### src/prc_consts.svh
// register offsets, field positions and reset values of the read buffer control block
`ifndef PRC_CONSTS_SVH
`define PRC_CONSTS_SVH

`define PRC_ADDR_W 12
`define PRC_CTRL_OFF 12'h040
`define PRC_STAT_OFF 12'h044

`define PRC_CTRL_RESET 32'h0000_0020
`define PRC_CTRL_WMASK 32'h0000_7fff

`define PRC_BIT_PARK 0
`define PRC_BIT_DYN_DIS 1
`define PRC_BIT_PRED_DIS 2
`define PRC_BIT_CFG_CONV 3
`define PRC_MRM_LO 4
`define PRC_MRL_LO 6
`define PRC_MR_LO 8
`define PRC_BIT_SDR 10
`define PRC_BIT_MALF 11
`define PRC_BCNT_LO 12

`define PRC_STAT_MTO 0
`define PRC_STAT_HELD 1
`define PRC_STAT_RETAIN 2

`define PRC_MODE_LINE 2'h0
`define PRC_MODE_01 2'h1
`define PRC_MODE_FULL 2'h2
`define PRC_MODE_11 2'h3

`define PRC_CMD_MR 2'h0
`define PRC_CMD_MRL 2'h1
`define PRC_CMD_MRM 2'h2

`define PRC_CFG_TOP 4'hf

`define PRC_RESP_OKAY 2'h0
`define PRC_RESP_SLVERR 2'h2

`endif

### src/prc_pkg.sv
// types shared by the read buffer control block
package prc_pkg;

  typedef enum logic [1:0] {
    PRC_FETCH_EXACT,
    PRC_FETCH_LINE,
    PRC_FETCH_FULL,
    PRC_FETCH_ONE_DW
  } prc_fetch_e;

  typedef enum logic [1:0] {
    PRC_IDLE,
    PRC_PENDING,
    PRC_READY,
    PRC_RETAIN
  } prc_state_e;

  typedef logic [12:0] prc_bytes_t;

endpackage : prc_pkg

### src/prc_bcnt_dec.sv
// decoder from the three-bit maximum read byte count code to bytes
`timescale 1ns/1ps
module prc_bcnt_dec (
  input wire logic [2:0] code,
  output prc_pkg::prc_bytes_t bytes
);

  // unlisted codes fall back to 512 bytes
  always_comb begin
    unique case (code)
      3'h1: bytes = 13'h0080;
      3'h2: bytes = 13'h0100;
      3'h4: bytes = 13'h0400;
      3'h5: bytes = 13'h0800;
      3'h6: bytes = 13'h1000;
      default: bytes = 13'h0200;
    endcase
  end

endmodule : prc_bcnt_dec

### src/prc_park_arb.sv
// secondary bus arbiter with selectable parking
`timescale 1ns/1ps
module prc_park_arb #(
  parameter int N = 4
) (
  input wire logic clk,
  input wire logic rst_b,
  input wire logic ce,
  input wire logic park_self,
  input wire logic [N-1:0] req,
  output logic [N-1:0] gnt,
  output logic gnt_self
);

  logic [N-1:0] first_req;
  logic [N-1:0] next_gnt;
  logic next_self;

  // fixed priority by index; a master keeps its grant while it still asks
  assign first_req = req & (~req + {{(N-1){1'b0}}, 1'b1});

  always_comb begin
    next_gnt = gnt;
    next_self = gnt_self;
    if ((gnt & req) != '0) begin
      next_self = 1'b0;
    end else if (req != '0) begin
      next_gnt = first_req;
      next_self = 1'b0;
    end else if (park_self) begin
      next_gnt = '0;
      next_self = 1'b1;
    end else if (gnt == '0 && !gnt_self) begin
      next_gnt = '0;
    end else begin
      next_self = 1'b0;
      next_gnt = gnt_self ? '0 : gnt;
    end
  end

  always_ff @(posedge clk) begin
    if (!rst_b) begin
      gnt <= '0;
      gnt_self <= 1'b0;
    end else if (ce) begin
      gnt <= next_gnt;
      gnt_self <= next_self;
    end
  end

endmodule : prc_park_arb

### src/prc_top.sv
// read prefetch and delayed read control of the pci side of the bridge
//
// The AXI4-Lite slave port is this design's own decision.
`timescale 1ns/1ps
`include "prc_consts.svh"

////////////////////////////////////////////////////////////////////////////////
module prc_top #(
  parameter int N_MASTERS = 4
) (
  input wire logic clk,
  input wire logic rst_b,
  input wire logic ce,
  // axi4-lite register port
  input wire logic [`PRC_ADDR_W-1:0] s_axi_awaddr,
  input wire logic s_axi_awvalid,
  output logic s_axi_awready,
  input wire logic [31:0] s_axi_wdata,
  input wire logic [3:0] s_axi_wstrb,
  input wire logic s_axi_wvalid,
  output logic s_axi_wready,
  output logic [1:0] s_axi_bresp,
  output logic s_axi_bvalid,
  input wire logic s_axi_bready,
  input wire logic [`PRC_ADDR_W-1:0] s_axi_araddr,
  input wire logic s_axi_arvalid,
  output logic s_axi_arready,
  output logic [31:0] s_axi_rdata,
  output logic [1:0] s_axi_rresp,
  output logic s_axi_rvalid,
  input wire logic s_axi_rready,
  // secondary arbiter
  input wire logic [N_MASTERS-1:0] arb_req,
  output logic [N_MASTERS-1:0] arb_gnt,
  output logic arb_gnt_self,
  // memory read requests from a pci master
  input wire logic rd_valid,
  input wire logic [1:0] rd_cmd,
  input wire logic [31:0] rd_addr,
  input wire logic [3:0] rd_be,
  input wire logic rd_prefetchable,
  input wire logic cpl_done,
  input wire logic xfer_end,
  input wire logic xfer_by_master,
  input wire logic discard_expire,
  output logic rsp_valid,
  output logic rsp_retry,
  output logic rsp_hit,
  output logic fetch_valid,
  output prc_pkg::prc_fetch_e fetch_kind,
  output prc_pkg::prc_bytes_t fetch_bytes,
  // configuration cycles
  input wire logic cfg_valid,
  input wire logic [31:0] cfg_addr,
  output logic cfg_out_valid,
  output logic cfg_type1,
  output logic [31:0] cfg_out_addr,
  // control levels to the rest of the bridge
  output logic pref_dyn_en,
  output logic pred_en,
  output logic malf_chk_en
);

  ////////////////////////////////////////////////////////////////////////////////
  logic [31:0] ctrl, w_data, tag_addr;
  logic mto_stat, aw_held, w_held, tag_mode;
  logic [`PRC_ADDR_W-1:0] aw_addr;
  logic [3:0] w_strb, tag_be;
  prc_pkg::prc_state_e state, next_state;
  logic [1:0] tag_cmd;
  wire [31:0] strb_mask = {{8{w_strb[3]}}, {8{w_strb[2]}}, {8{w_strb[1]}}, {8{w_strb[0]}}};
  wire do_write = aw_held && w_held && !s_axi_bvalid;
  wire wr_ctrl = do_write && (aw_addr == `PRC_CTRL_OFF);
  wire wr_stat = do_write && (aw_addr == `PRC_STAT_OFF);
  wire wr_hit = wr_ctrl || wr_stat;
  wire [31:0] next_ctrl = (ctrl & ~(strb_mask & `PRC_CTRL_WMASK))
                        | (w_data & strb_mask & `PRC_CTRL_WMASK);
  wire mto_clear = wr_stat && w_strb[0] && w_data[`PRC_STAT_MTO];
  wire rd_take = s_axi_arvalid && s_axi_arready;
  wire rd_is_ctrl = (s_axi_araddr == `PRC_CTRL_OFF);
  wire rd_is_stat = (s_axi_araddr == `PRC_STAT_OFF);
  wire [31:0] stat_word = {29'h0000_0000, state == prc_pkg::PRC_RETAIN,
                           state != prc_pkg::PRC_IDLE, mto_stat};
  wire [31:0] rd_word = rd_is_ctrl ? ctrl : (rd_is_stat ? stat_word : 32'h0000_0000);

  ////////////////////////////////////////////////////////////////////////////////
  // mode fields and byte count
  wire [1:0] mrm_mode = ctrl[`PRC_MRM_LO+1:`PRC_MRM_LO];
  wire [1:0] mrl_mode = ctrl[`PRC_MRL_LO+1:`PRC_MRL_LO];
  wire [1:0] mr_mode = ctrl[`PRC_MR_LO+1:`PRC_MR_LO];
  wire sdr_on = ctrl[`PRC_BIT_SDR];
  wire [1:0] cur_mode = (rd_cmd == `PRC_CMD_MRM) ? mrm_mode :
                        (rd_cmd == `PRC_CMD_MRL) ? mrl_mode : mr_mode;
  prc_pkg::prc_bytes_t max_bytes;
  prc_bcnt_dec u_bcnt (
    .code(ctrl[`PRC_BCNT_LO+2:`PRC_BCNT_LO]),
    .bytes(max_bytes)
  );
  prc_pkg::prc_fetch_e req_kind;
  always_comb begin
    if (!rd_prefetchable) begin
      req_kind = prc_pkg::PRC_FETCH_EXACT;
    end else if (rd_cmd == `PRC_CMD_MR) begin
      unique case (mr_mode)
        `PRC_MODE_FULL: req_kind = prc_pkg::PRC_FETCH_FULL;
        `PRC_MODE_11: req_kind = prc_pkg::PRC_FETCH_ONE_DW;
        default: req_kind = prc_pkg::PRC_FETCH_LINE;
      endcase
    end else if (cur_mode == `PRC_MODE_LINE) begin
      req_kind = prc_pkg::PRC_FETCH_LINE;
    end else begin
      req_kind = prc_pkg::PRC_FETCH_FULL;
    end
  end
  // retention after the transfer ends: mode 11 of MRM and MRL always keeps full prefetch data, mode 01 depends on who ended it
  wire [1:0] tag_mfield = (tag_cmd == `PRC_CMD_MRM) ? mrm_mode : mrl_mode;
  wire keep_any = (tag_cmd != `PRC_CMD_MR) && (tag_mfield == `PRC_MODE_11);
  wire keep_bridge = (tag_cmd == `PRC_CMD_MRM) && (mrm_mode == `PRC_MODE_01)
                     && !xfer_by_master;
  wire keep_master = (tag_cmd == `PRC_CMD_MRL) && (mrl_mode == `PRC_MODE_01)
                     && xfer_by_master;
  wire keep_data = tag_mode && (keep_any || keep_bridge || keep_master);

  ////////////////////////////////////////////////////////////////////////////////
  // delayed read tracking
  wire same_place = (rd_addr == tag_addr) && (rd_be == tag_be);
  wire cmd_ok = (rd_cmd == tag_cmd) || sdr_on;
  wire match = same_place && cmd_ok;
  wire held_data = (state == prc_pkg::PRC_READY) || (state == prc_pkg::PRC_RETAIN);
  wire give_data = rd_valid && held_data && match;
  wire drop_held = discard_expire && held_data;
  wire start_new = rd_valid && !give_data
                   && ((state == prc_pkg::PRC_IDLE)
                       || (state == prc_pkg::PRC_RETAIN && !same_place));

  always_comb begin
    next_state = state;
    unique case (state)
      prc_pkg::PRC_IDLE: begin
        if (start_new) next_state = prc_pkg::PRC_PENDING;
      end
      prc_pkg::PRC_PENDING: begin
        if (cpl_done) next_state = prc_pkg::PRC_READY;
      end
      prc_pkg::PRC_READY: begin
        if (drop_held) next_state = prc_pkg::PRC_IDLE;
        else if (xfer_end) next_state = keep_data ? prc_pkg::PRC_RETAIN : prc_pkg::PRC_IDLE;
      end
      prc_pkg::PRC_RETAIN: begin
        if (drop_held) next_state = prc_pkg::PRC_IDLE;
        else if (start_new) next_state = prc_pkg::PRC_PENDING;
        else if (give_data) next_state = prc_pkg::PRC_READY;
      end
    endcase
  end

  ////////////////////////////////////////////////////////////////////////////////
  // register port
  always_ff @(posedge clk) begin
    if (!rst_b) begin
      aw_held <= 1'b0;
      w_held <= 1'b0;
      aw_addr <= '0;
      w_data <= 32'h0000_0000;
      w_strb <= 4'h0;
    end else if (ce) begin
      if (s_axi_awvalid && s_axi_awready) begin
        aw_held <= 1'b1;
        aw_addr <= s_axi_awaddr;
      end else if (do_write) begin
        aw_held <= 1'b0;
      end
      if (s_axi_wvalid && s_axi_wready) begin
        w_held <= 1'b1;
        w_data <= s_axi_wdata;
        w_strb <= s_axi_wstrb;
      end else if (do_write) begin
        w_held <= 1'b0;
      end
    end
  end
  always_ff @(posedge clk) begin
    if (!rst_b) begin
      s_axi_awready <= 1'b0;
      s_axi_wready <= 1'b0;
      s_axi_bvalid <= 1'b0;
      s_axi_bresp <= `PRC_RESP_OKAY;
    end else if (ce) begin
      s_axi_awready <= !aw_held && !(s_axi_awvalid && s_axi_awready);
      s_axi_wready <= !w_held && !(s_axi_wvalid && s_axi_wready);
      if (do_write) begin
        s_axi_bvalid <= 1'b1;
        s_axi_bresp <= wr_hit ? `PRC_RESP_OKAY : `PRC_RESP_SLVERR;
      end else if (s_axi_bready) begin
        s_axi_bvalid <= 1'b0;
      end
    end
  end
  always_ff @(posedge clk) begin
    if (!rst_b) begin
      s_axi_arready <= 1'b0;
      s_axi_rvalid <= 1'b0;
      s_axi_rdata <= 32'h0000_0000;
      s_axi_rresp <= `PRC_RESP_OKAY;
    end else if (ce) begin
      s_axi_arready <= !s_axi_rvalid && !rd_take;
      if (rd_take) begin
        s_axi_rvalid <= 1'b1;
        s_axi_rdata <= rd_word;
        s_axi_rresp <= (rd_is_ctrl || rd_is_stat) ? `PRC_RESP_OKAY : `PRC_RESP_SLVERR;
      end else if (s_axi_rready) begin
        s_axi_rvalid <= 1'b0;
      end
    end
  end
  always_ff @(posedge clk) begin
    if (!rst_b) begin
      ctrl <= `PRC_CTRL_RESET;
      mto_stat <= 1'b0;
    end else if (ce) begin
      if (wr_ctrl) ctrl <= next_ctrl;
      // a drop in the clearing cycle still leaves the bit set
      mto_stat <= drop_held || (mto_stat && !mto_clear);
    end
  end

  ////////////////////////////////////////////////////////////////////////////////
  // request handling
  always_ff @(posedge clk) begin
    if (!rst_b) begin
      state <= prc_pkg::PRC_IDLE;
      tag_cmd <= `PRC_CMD_MR;
      tag_addr <= 32'h0000_0000;
      tag_be <= 4'h0;
      tag_mode <= 1'b0;
    end else if (ce) begin
      state <= next_state;
      if (start_new) begin
        tag_cmd <= rd_cmd;
        tag_addr <= rd_addr;
        tag_be <= rd_be;
        tag_mode <= (req_kind == prc_pkg::PRC_FETCH_FULL);
      end
    end
  end
  always_ff @(posedge clk) begin
    if (!rst_b) begin
      rsp_valid <= 1'b0;
      rsp_retry <= 1'b0;
      rsp_hit <= 1'b0;
      fetch_valid <= 1'b0;
      fetch_kind <= prc_pkg::PRC_FETCH_EXACT;
      fetch_bytes <= '0;
    end else if (ce) begin
      rsp_valid <= rd_valid;
      rsp_retry <= rd_valid && !give_data;
      rsp_hit <= give_data;
      fetch_valid <= start_new;
      if (start_new) begin
        fetch_kind <= req_kind;
        fetch_bytes <= (req_kind == prc_pkg::PRC_FETCH_FULL) ? max_bytes : '0;
      end
    end
  end
  // on conversion bit 0 is ignored and forced to the type 1 marker; otherwise the address passes unchanged
  wire cfg_conv = ctrl[`PRC_BIT_CFG_CONV] && (cfg_addr[31:28] == `PRC_CFG_TOP);
  always_ff @(posedge clk) begin
    if (!rst_b) begin
      cfg_out_valid <= 1'b0;
      cfg_type1 <= 1'b0;
      cfg_out_addr <= 32'h0000_0000;
      pref_dyn_en <= 1'b1;
      pred_en <= 1'b1;
      malf_chk_en <= 1'b0;
    end else if (ce) begin
      cfg_out_valid <= cfg_valid;
      if (cfg_valid) begin
        cfg_type1 <= cfg_conv;
        cfg_out_addr <= cfg_conv ? {cfg_addr[31:1], 1'b1} : cfg_addr;
      end
      pref_dyn_en <= !ctrl[`PRC_BIT_DYN_DIS];
      pred_en <= !ctrl[`PRC_BIT_PRED_DIS];
      malf_chk_en <= ctrl[`PRC_BIT_MALF];
    end
  end
  prc_park_arb #(
    .N(N_MASTERS)
  ) u_arb (
    .clk(clk),
    .rst_b(rst_b),
    .ce(ce),
    .park_self(ctrl[`PRC_BIT_PARK]),
    .req(arb_req),
    .gnt(arb_gnt),
    .gnt_self(arb_gnt_self)
  );
endmodule : prc_top

### config.mk
export PLATFORM = sky130hd
export DESIGN_NAME = prc_top
export DESIGN_NICKNAME = d
export VERILOG_FILES = /design/src/prc_pkg.sv /design/src/prc_bcnt_dec.sv /design/src/prc_park_arb.sv /design/src/prc_top.sv
export VERILOG_INCLUDE_DIRS = /design/src
export SDC_FILE = /design/constraint.sdc
export NUM_CORES = 1
export LEC_CHECK = 0
export BUFFER_PORTS_ARGS = -buffer_cell sky130_fd_sc_hd__buf_4
export CORE_MARGIN = 2
export CORE_UTILIZATION = 50
export CTS_CLUSTER_SIZE = 40
export DETAILED_ROUTE_END_ITERATION = 7
export PLACE_DENSITY = 0.8
export RECOVER_POWER = 50
export SETUP_SLACK_MARGIN = 0.3
export SLEW_MARGIN = 40
export SYNTH_ARGS = -nofsm -noshare
export SYNTH_HDL_FRONTEND = slang
export SYNTH_SLANG_ARGS = --single-unit
### constraint.sdc
create_clock -name clk -period 2.4 [get_ports clk]
set_input_delay 0.24 -clock clk [delete_from_list [all_inputs] [get_ports clk]]
set_output_delay 0.24 -clock clk [all_outputs]
set_load 0.02 [all_outputs]
-- Word level (Yosys, flattened, before mapping)
Cells that the tools add are included.
- register bits: 207
- word-level logic and storage cells: 190
- output and inout port bits: 102
- bits of input ports: 149
- equal/unequal tests: 31
- add/sub/neg operators: 1
- bitwise gates (word level): 8
- reductions and logical operators: 78
- multiplexer cells: 38
- operators by type and width (operator ; count):
    one-hot mux 13 bit (5 select lines) ; 1
    == test 12 x 7 -> 1 bit (second input constant) ; 4
    AND 32 bit ; 1
    == test 32 bit ; 1
    2-to-1 mux 2 bit ; 16
    2-to-1 mux 32 bit ; 1
    inverter 15 -> 32 bit ; 1
    bitwise OR 32 x 15 -> 32 bit ; 1
    logical AND 1 bit ; 29
    AND reduction 2 bit ; 12
    == test 2 bit (second input constant) ; 8
    2-to-1 mux 4 bit ; 4
    AND 15 bit ; 1
    zero test 1 bit ; 14
    2-to-1 mux 13 bit ; 1
    2-to-1 mux 1 bit ; 12
    nonzero test 2 bit ; 6
    nonzero test 4 bit ; 3
    == test 2 x 1 -> 1 bit (second input constant) ; 5
    == test 3 bit (second input constant) ; 3
    AND 4 bit ; 2
    logical OR 1 bit ; 8
    one-hot mux 2 bit (4 select lines) ; 1
    zero test 2 bit ; 3
    17 further kinds ; 18

-- Longest topological paths before layout
- depth after elaboration: 11
- gate-level depth with buffers: 8
- mapped depth without buffers: 6

-- Hierarchy
Synthesis repeated with hierarchy kept, for this count alone.
- cells, all modules: 854
- area total of the unflattened synthesis: 7499.7 um^2
- modules (own cells, without submodules) (module ; times used ; sequential area each (um^2) ; area each (um^2) ; cells an instance):
    prc_top ; 1 ; 3323.2 ; 7130.6 ; 810
    prc_park_arb ; 1 ; 100.1 ; 257.7 ; 29
    prc_bcnt_dec ; 1 ; 0.0 ; 111.4 ; 15

-- Worst setup path before layout
OpenSTA, ideal clock, no wires.
- kind: register -> register
- start point: register tag_addr[30]
- end point: register fetch_valid
- cell stages (with the launch flop): 9
- clock period less this slack: 1793 ps
- setup slack: 607 ps
- setup time: 115 ps
- arrival: 1679 ps
- cells stage by stage: dfxtp_1 xor2_1 nor4_1 nand3_1 nor4_1 a211oi_1 buf_6 buf_6 o21a_1
- word-level cells in the longest chain between the ends: 7
- ends and longest elaborated chain (what ; line ; RTL):
    start, declared ; prc_top.sv:65 ; logic [31:0] ctrl, w_data, tag_addr;
    start signal, assigned ; prc_top.sv:240 ; tag_addr <= rd_addr;
    == test 32 bit * ; prc_top.sv:126 ; wire same_place = (rd_addr == tag_addr) && (rd_be == tag_be);
    logical AND 1 bit * ; prc_top.sv:126 ;
    logical AND 1 bit ; prc_top.sv:128 ; wire match = same_place && cmd_ok;
    logical AND 1 bit ; prc_top.sv:130 ; wire give_data = rd_valid && held_data && match;
    zero test 1 bit ; prc_top.sv:132 ; wire start_new = rd_valid && !give_data
    logical AND 1 bit ; prc_top.sv:132 ;
    logical AND 1 bit * ; prc_top.sv:133 ; && ((state == prc_pkg::PRC_IDLE)
    end signal, assigned ; prc_top.sv:258 ; fetch_valid <= start_new;
    end, declared ; prc_top.sv:49 ; output logic fetch_valid,
Every way passes the cells marked *; elsewhere a longest branch is shown, timed or not.
A chain may end at the register's enable or synchronous reset.

-- Worst setup path after layout
- start point: register tag_addr[16]
- end point: register tag_cmd[1]
- word-level cells in the longest chain between the ends: 8
- ends and longest elaborated chain (what ; line ; RTL):
    == test 32 bit * ; prc_top.sv:126 ;
    logical AND 1 bit * ; prc_top.sv:126 ;
    logical AND 1 bit ; prc_top.sv:128 ;
    logical AND 1 bit ; prc_top.sv:130 ;
    zero test 1 bit ; prc_top.sv:132 ;
    logical AND 1 bit ; prc_top.sv:132 ;
    logical AND 1 bit * ; prc_top.sv:133 ;
    AND reduction 2 bit (no source line) * ; - ;
    end signal, assigned ; prc_top.sv:232 ; tag_cmd <= `PRC_CMD_MR;
    end signal, assigned ; prc_top.sv:239 ; tag_cmd <= rd_cmd;
    end, declared ; prc_top.sv:70 ; logic [1:0] tag_cmd;
Marks and branches as above.

==> impl_summary.log <==
INFO  metric share_of_the_cycle_needed_by_the_critical_path_after_routing = 84.2%
INFO  metric clk_transition_reported_paths = 60 ps
INFO  metric dpl_worst_slack = around 120 ps
INFO  metric slew-limit-headroom = -1.28%
INFO  metric power.density_cell_area = 706 nW/um^2
INFO  metric critical_path_arrival = between 2000 and 2500 ps
INFO  metric endpoint_kind = register
INFO  metric grtUsageTotal = 22.6%
INFO  metric netlist_top_cells_area = sky130_fd_sc_hd__dfxtp_1 (45%), sky130_fd_sc_hd__nand2_1 (12%), sky130_fd_sc_hd__mux2i_1 (9.7%), sky130_fd_sc_hd__a21boi_0 (7.2%), sky130_fd_sc_hd__xor2_1 (4.4%)
INFO  metric drt_drc = 0
INFO  metric hold_path_depth = 3
INFO  metric async_s_r_ff_share_synth = 0%
INFO  metric r2r_slack = between 300 and 400 ps
INFO  metric clock_tree.buffer_depth = 2
INFO  metric nNetsFinal = 1,169
INFO  metric maxClockFrequency = 0.495 GHz
INFO  metric rows = 43
INFO  metric ant_nets = 0
INFO  metric cts_h_tree_depth = 4
INFO  metric dpl-instance-area = a little under 9000 sq um
INFO  metric ios = 251
INFO  metric worstSetupPathType = reg -> reg
INFO  metric final-max-slew-violation-count = 86
INFO  metric fin_skew = 3.93 ps
INFO  metric number_of_iterations_in_the_first_detailed_routing_pass = 5
INFO  metric synth_area_per_cell = between 8 and 9 sq um
INFO  metric die_width = 124 um
INFO  metric synth_top_area_cell = sky130_fd_sc_hd__dfxtp_1
INFO  metric number_of_cts_inserted_buffers = 17
INFO  metric number_of_antenna_violations_at_the_first_check_in_global_routing = 0
INFO  metric synth_edf_count = 0
INFO  metric synth-seq-area-share = 45.4%
INFO  metric synth.ff_latch_count = 164
INFO  metric drive_above_1_share = a little under a fifth
INFO  metric synth-warning-count = 0
INFO  metric numPortBuffers = approximately 210
INFO  metric cap_violations = 1
INFO  metric diodes = 0
INFO  metric fp.dieArea = 15,400 sq um
INFO  metric hold_path_end = cfg_out_addr[0]$_SDFFE_PN0P_
INFO  metric wl = 17,800 um
INFO  metric floorplan.initialDensity = around half
INFO  metric top_usage_layer = met2
INFO  metric grtUsageMet1 = 27.7%
INFO  metric post-dp-hpwl = 12,700 um
INFO  metric rsz0062_at_grt = false
INFO  metric netlist_area_before_placement = 7230 sq um
INFO  metric r2r_end = tag_cmd[1]$_SDFFE_PN0P_
INFO  metric synth.lib_cells_used.distinct = 47
INFO  metric worst-path-max-fanout = 11
INFO  metric critPathRequiredTime = 2700 ps
INFO  metric gp_congestion = 0.806
INFO  metric synth-main-ff-cell = sky130_fd_sc_hd__dfxtp_1
INFO  metric vdd_drop_max = 0.000497 V
INFO  metric post-synth-top-count-cell = sky130_fd_sc_hd__nand2_1
INFO  metric grt_pass1_vias = ~6,100
INFO  metric global_route_wire_length_before_repair = 28,800 um
INFO  metric fin_ws = 380 ps
INFO  metric clock_tree_from_tritoncts = built
INFO  metric drt-wirelength-per-cell = 14.7 um
INFO  metric area_growth = 27.8%
INFO  metric hold_path_startpoint = cfg_addr[0]
INFO  metric fin_area = 9250 sq um
INFO  metric fin_crit = 2020 ps
INFO  metric yosys.area.top_type_share = 45.4%
INFO  metric clk-insertion-delay-late = 420 ps
INFO  metric drt_iter0_drc = slightly above 400
INFO  metric grt_use_met3 = 8.29%
INFO  metric failed_checks = capacitance limit, slew limit
INFO  metric final-instance-count-excl-fill = 1,211
INFO  metric route.vias.total = 6,184
INFO  metric setup_violations = 0
INFO  metric clock-root-buffer = sky130_fd_sc_hd__clkbuf_16
INFO  metric finalSetupTns = 0 ps
INFO  metric tritoncts_num_sinks = 164
INFO  metric drt-vias-per-instance = 5.11
INFO  metric worst_slew_pin_slew = ~1500 ps
INFO  metric leakage = ~3.6 nW
INFO  metric place.detailed.instances = 1,179
INFO  metric grt_use_met2 = 37.6%
INFO  metric grt_max_degree = 86
INFO  metric post_synth_inst_count = approximately 830
INFO  metric yosys-top-cells-count = sky130_fd_sc_hd__nand2_1 (230), sky130_fd_sc_hd__dfxtp_1 (164), sky130_fd_sc_hd__mux2i_1 (70)
INFO  metric die_y = 124 um
INFO  metric critical_path.startpoint_type = register
INFO  metric min-delay-path-class = in -> reg
INFO  metric outcome = finished, violations left
INFO  metric grt-ovfl-total = 0
INFO  metric crit-reg2reg-launch = tag_addr[16]$_SDFFE_PN0P_
INFO  metric finalHoldViolCount = 0
INFO  metric whs = ~64 ps
INFO  metric r2r_cells = 8
INFO  metric core_region_area = ~14,000 sq um
## routing by layer
metal	vias to the layer above	share of wire [%]
met1	2861	44
met4	0	0.98
met5	-	0
met3	12	8.2
met2	210	47
li1	3101	-
## how the worst max path moves through the flow
stage / start / to / slack (ps) / cells after the start
after floorplan: tag_addr[30]$_SDFFE_PN0P_ / fetch_valid$_SDFFE_PN0P_ / 610 / 8
after global placement: rd_addr[18] / tag_addr[0]$_SDFFE_PN0P_ / 190 / 8
after detailed placement: rd_addr[18] / tag_addr[21]$_SDFFE_PN0P_ / 120 / 8
after CTS: tag_addr[28]$_SDFFE_PN0P_ / tag_addr[7]$_SDFFE_PN0P_ / 350 / 7
after global routing: aw_addr[1]$_SDFFE_PN0P_ / register / 270 / 6
final: tag_addr[16]$_SDFFE_PN0P_ / tag_cmd[1]$_SDFFE_PN0P_ / 380 / 8
## layout make-up
| cell class | count | area [sq um] |
|---|---|---|
| clock buffers | 20 | 447 |
| repair buffers | 223 | 1430 |
| inverters | 2 | 7.51 |
| well taps | 180 | 225 |
| multi-input cells | 612 | 3670 |
| flip-flops and latches | 164 | 3280 |
| clock inverters | 10 | 181 |
| fillers | 1218 | 4740 |
## sequential cells by signal, summed over array words and instances, names as in the netlist, 2 cells and up, named ones only
signal	cells
aw_addr	12
w_strb	2
w_data	15
s_axi_rdata	15
tag_cmd	2
cfg_out_addr	32
state	2
tag_addr	32
tag_be	4
u_arb.gnt	4
fetch_bytes	6
fetch_kind	2
## logic make-up (layout without fill, tap and decap cells)
kind of cell / count (synthesis) / count (layout) / share of synthesized area, %
other: 1 / 26 / 0.0518
buffers and inverters: 78 / 255 / 5.76
AND/OR/NAND/NOR: 356 / 356 / 22.8
flip-flops: 164 / 164 / 45.4
multiplexers: 71 / 71 / 9.84
AO/OA/AOI/OAI: 121 / 121 / 11.6
XOR/XNOR: 38 / 38 / 4.60
## through the flow
step,total power [mW],util (%)
5_1_grt,6.77,66.1
6_report,6.53,66.1
2_1_floorplan,3.39,-
3_3_place_gp,3.68,63.1
3_5_place_dp,3.69,63.1
4_1_cts,6.59,67.8
## where the power goes
group	internal, mW	total [mW]	switching, mW	leakage, nW
Combinational	0.341	0.733	0.392	2.01
Clock	1.86	2.91	1.05	0.306
Sequential	2.82	2.89	0.0682	1.33
## worst max-delay path, cell delays in order, from the launching register on
cell	delay [ps]
sky130_fd_sc_hd__dfxtp_1	320
sky130_fd_sc_hd__xor2_1	160
sky130_fd_sc_hd__nor4_2	340
sky130_fd_sc_hd__nand4_1	130
sky130_fd_sc_hd__buf_4	180
sky130_fd_sc_hd__nor4_4	310
sky130_fd_sc_hd__a211oi_4	100
sky130_fd_sc_hd__buf_4	220
sky130_fd_sc_hd__mux2i_1	130
## timing repair
| item | 4_1_cts | 5_1_grt |
|---|---|---|
| hold buffers | 0 | 0 |
| resized for setup | 2 | 4 |
| pin swaps | 1 | 4 |
| setup endpoints to repair | 43 | 38 |
| buffers inserted | 1 | 1 |
## cell usage in the layout, fill, tap and decap left out, drive strengths merged, types with 16 or more instances in the layout
cell / n
clkbuf: 90
a21oi: 18
dfxtp: 164
a21boi: 69
nand2: 230
mux2i: 70
nor2b: 38
xor2: 36
conb: 26
nand3: 16
buf: 153
No activity file was read; power rests on OpenSTA's default activity.
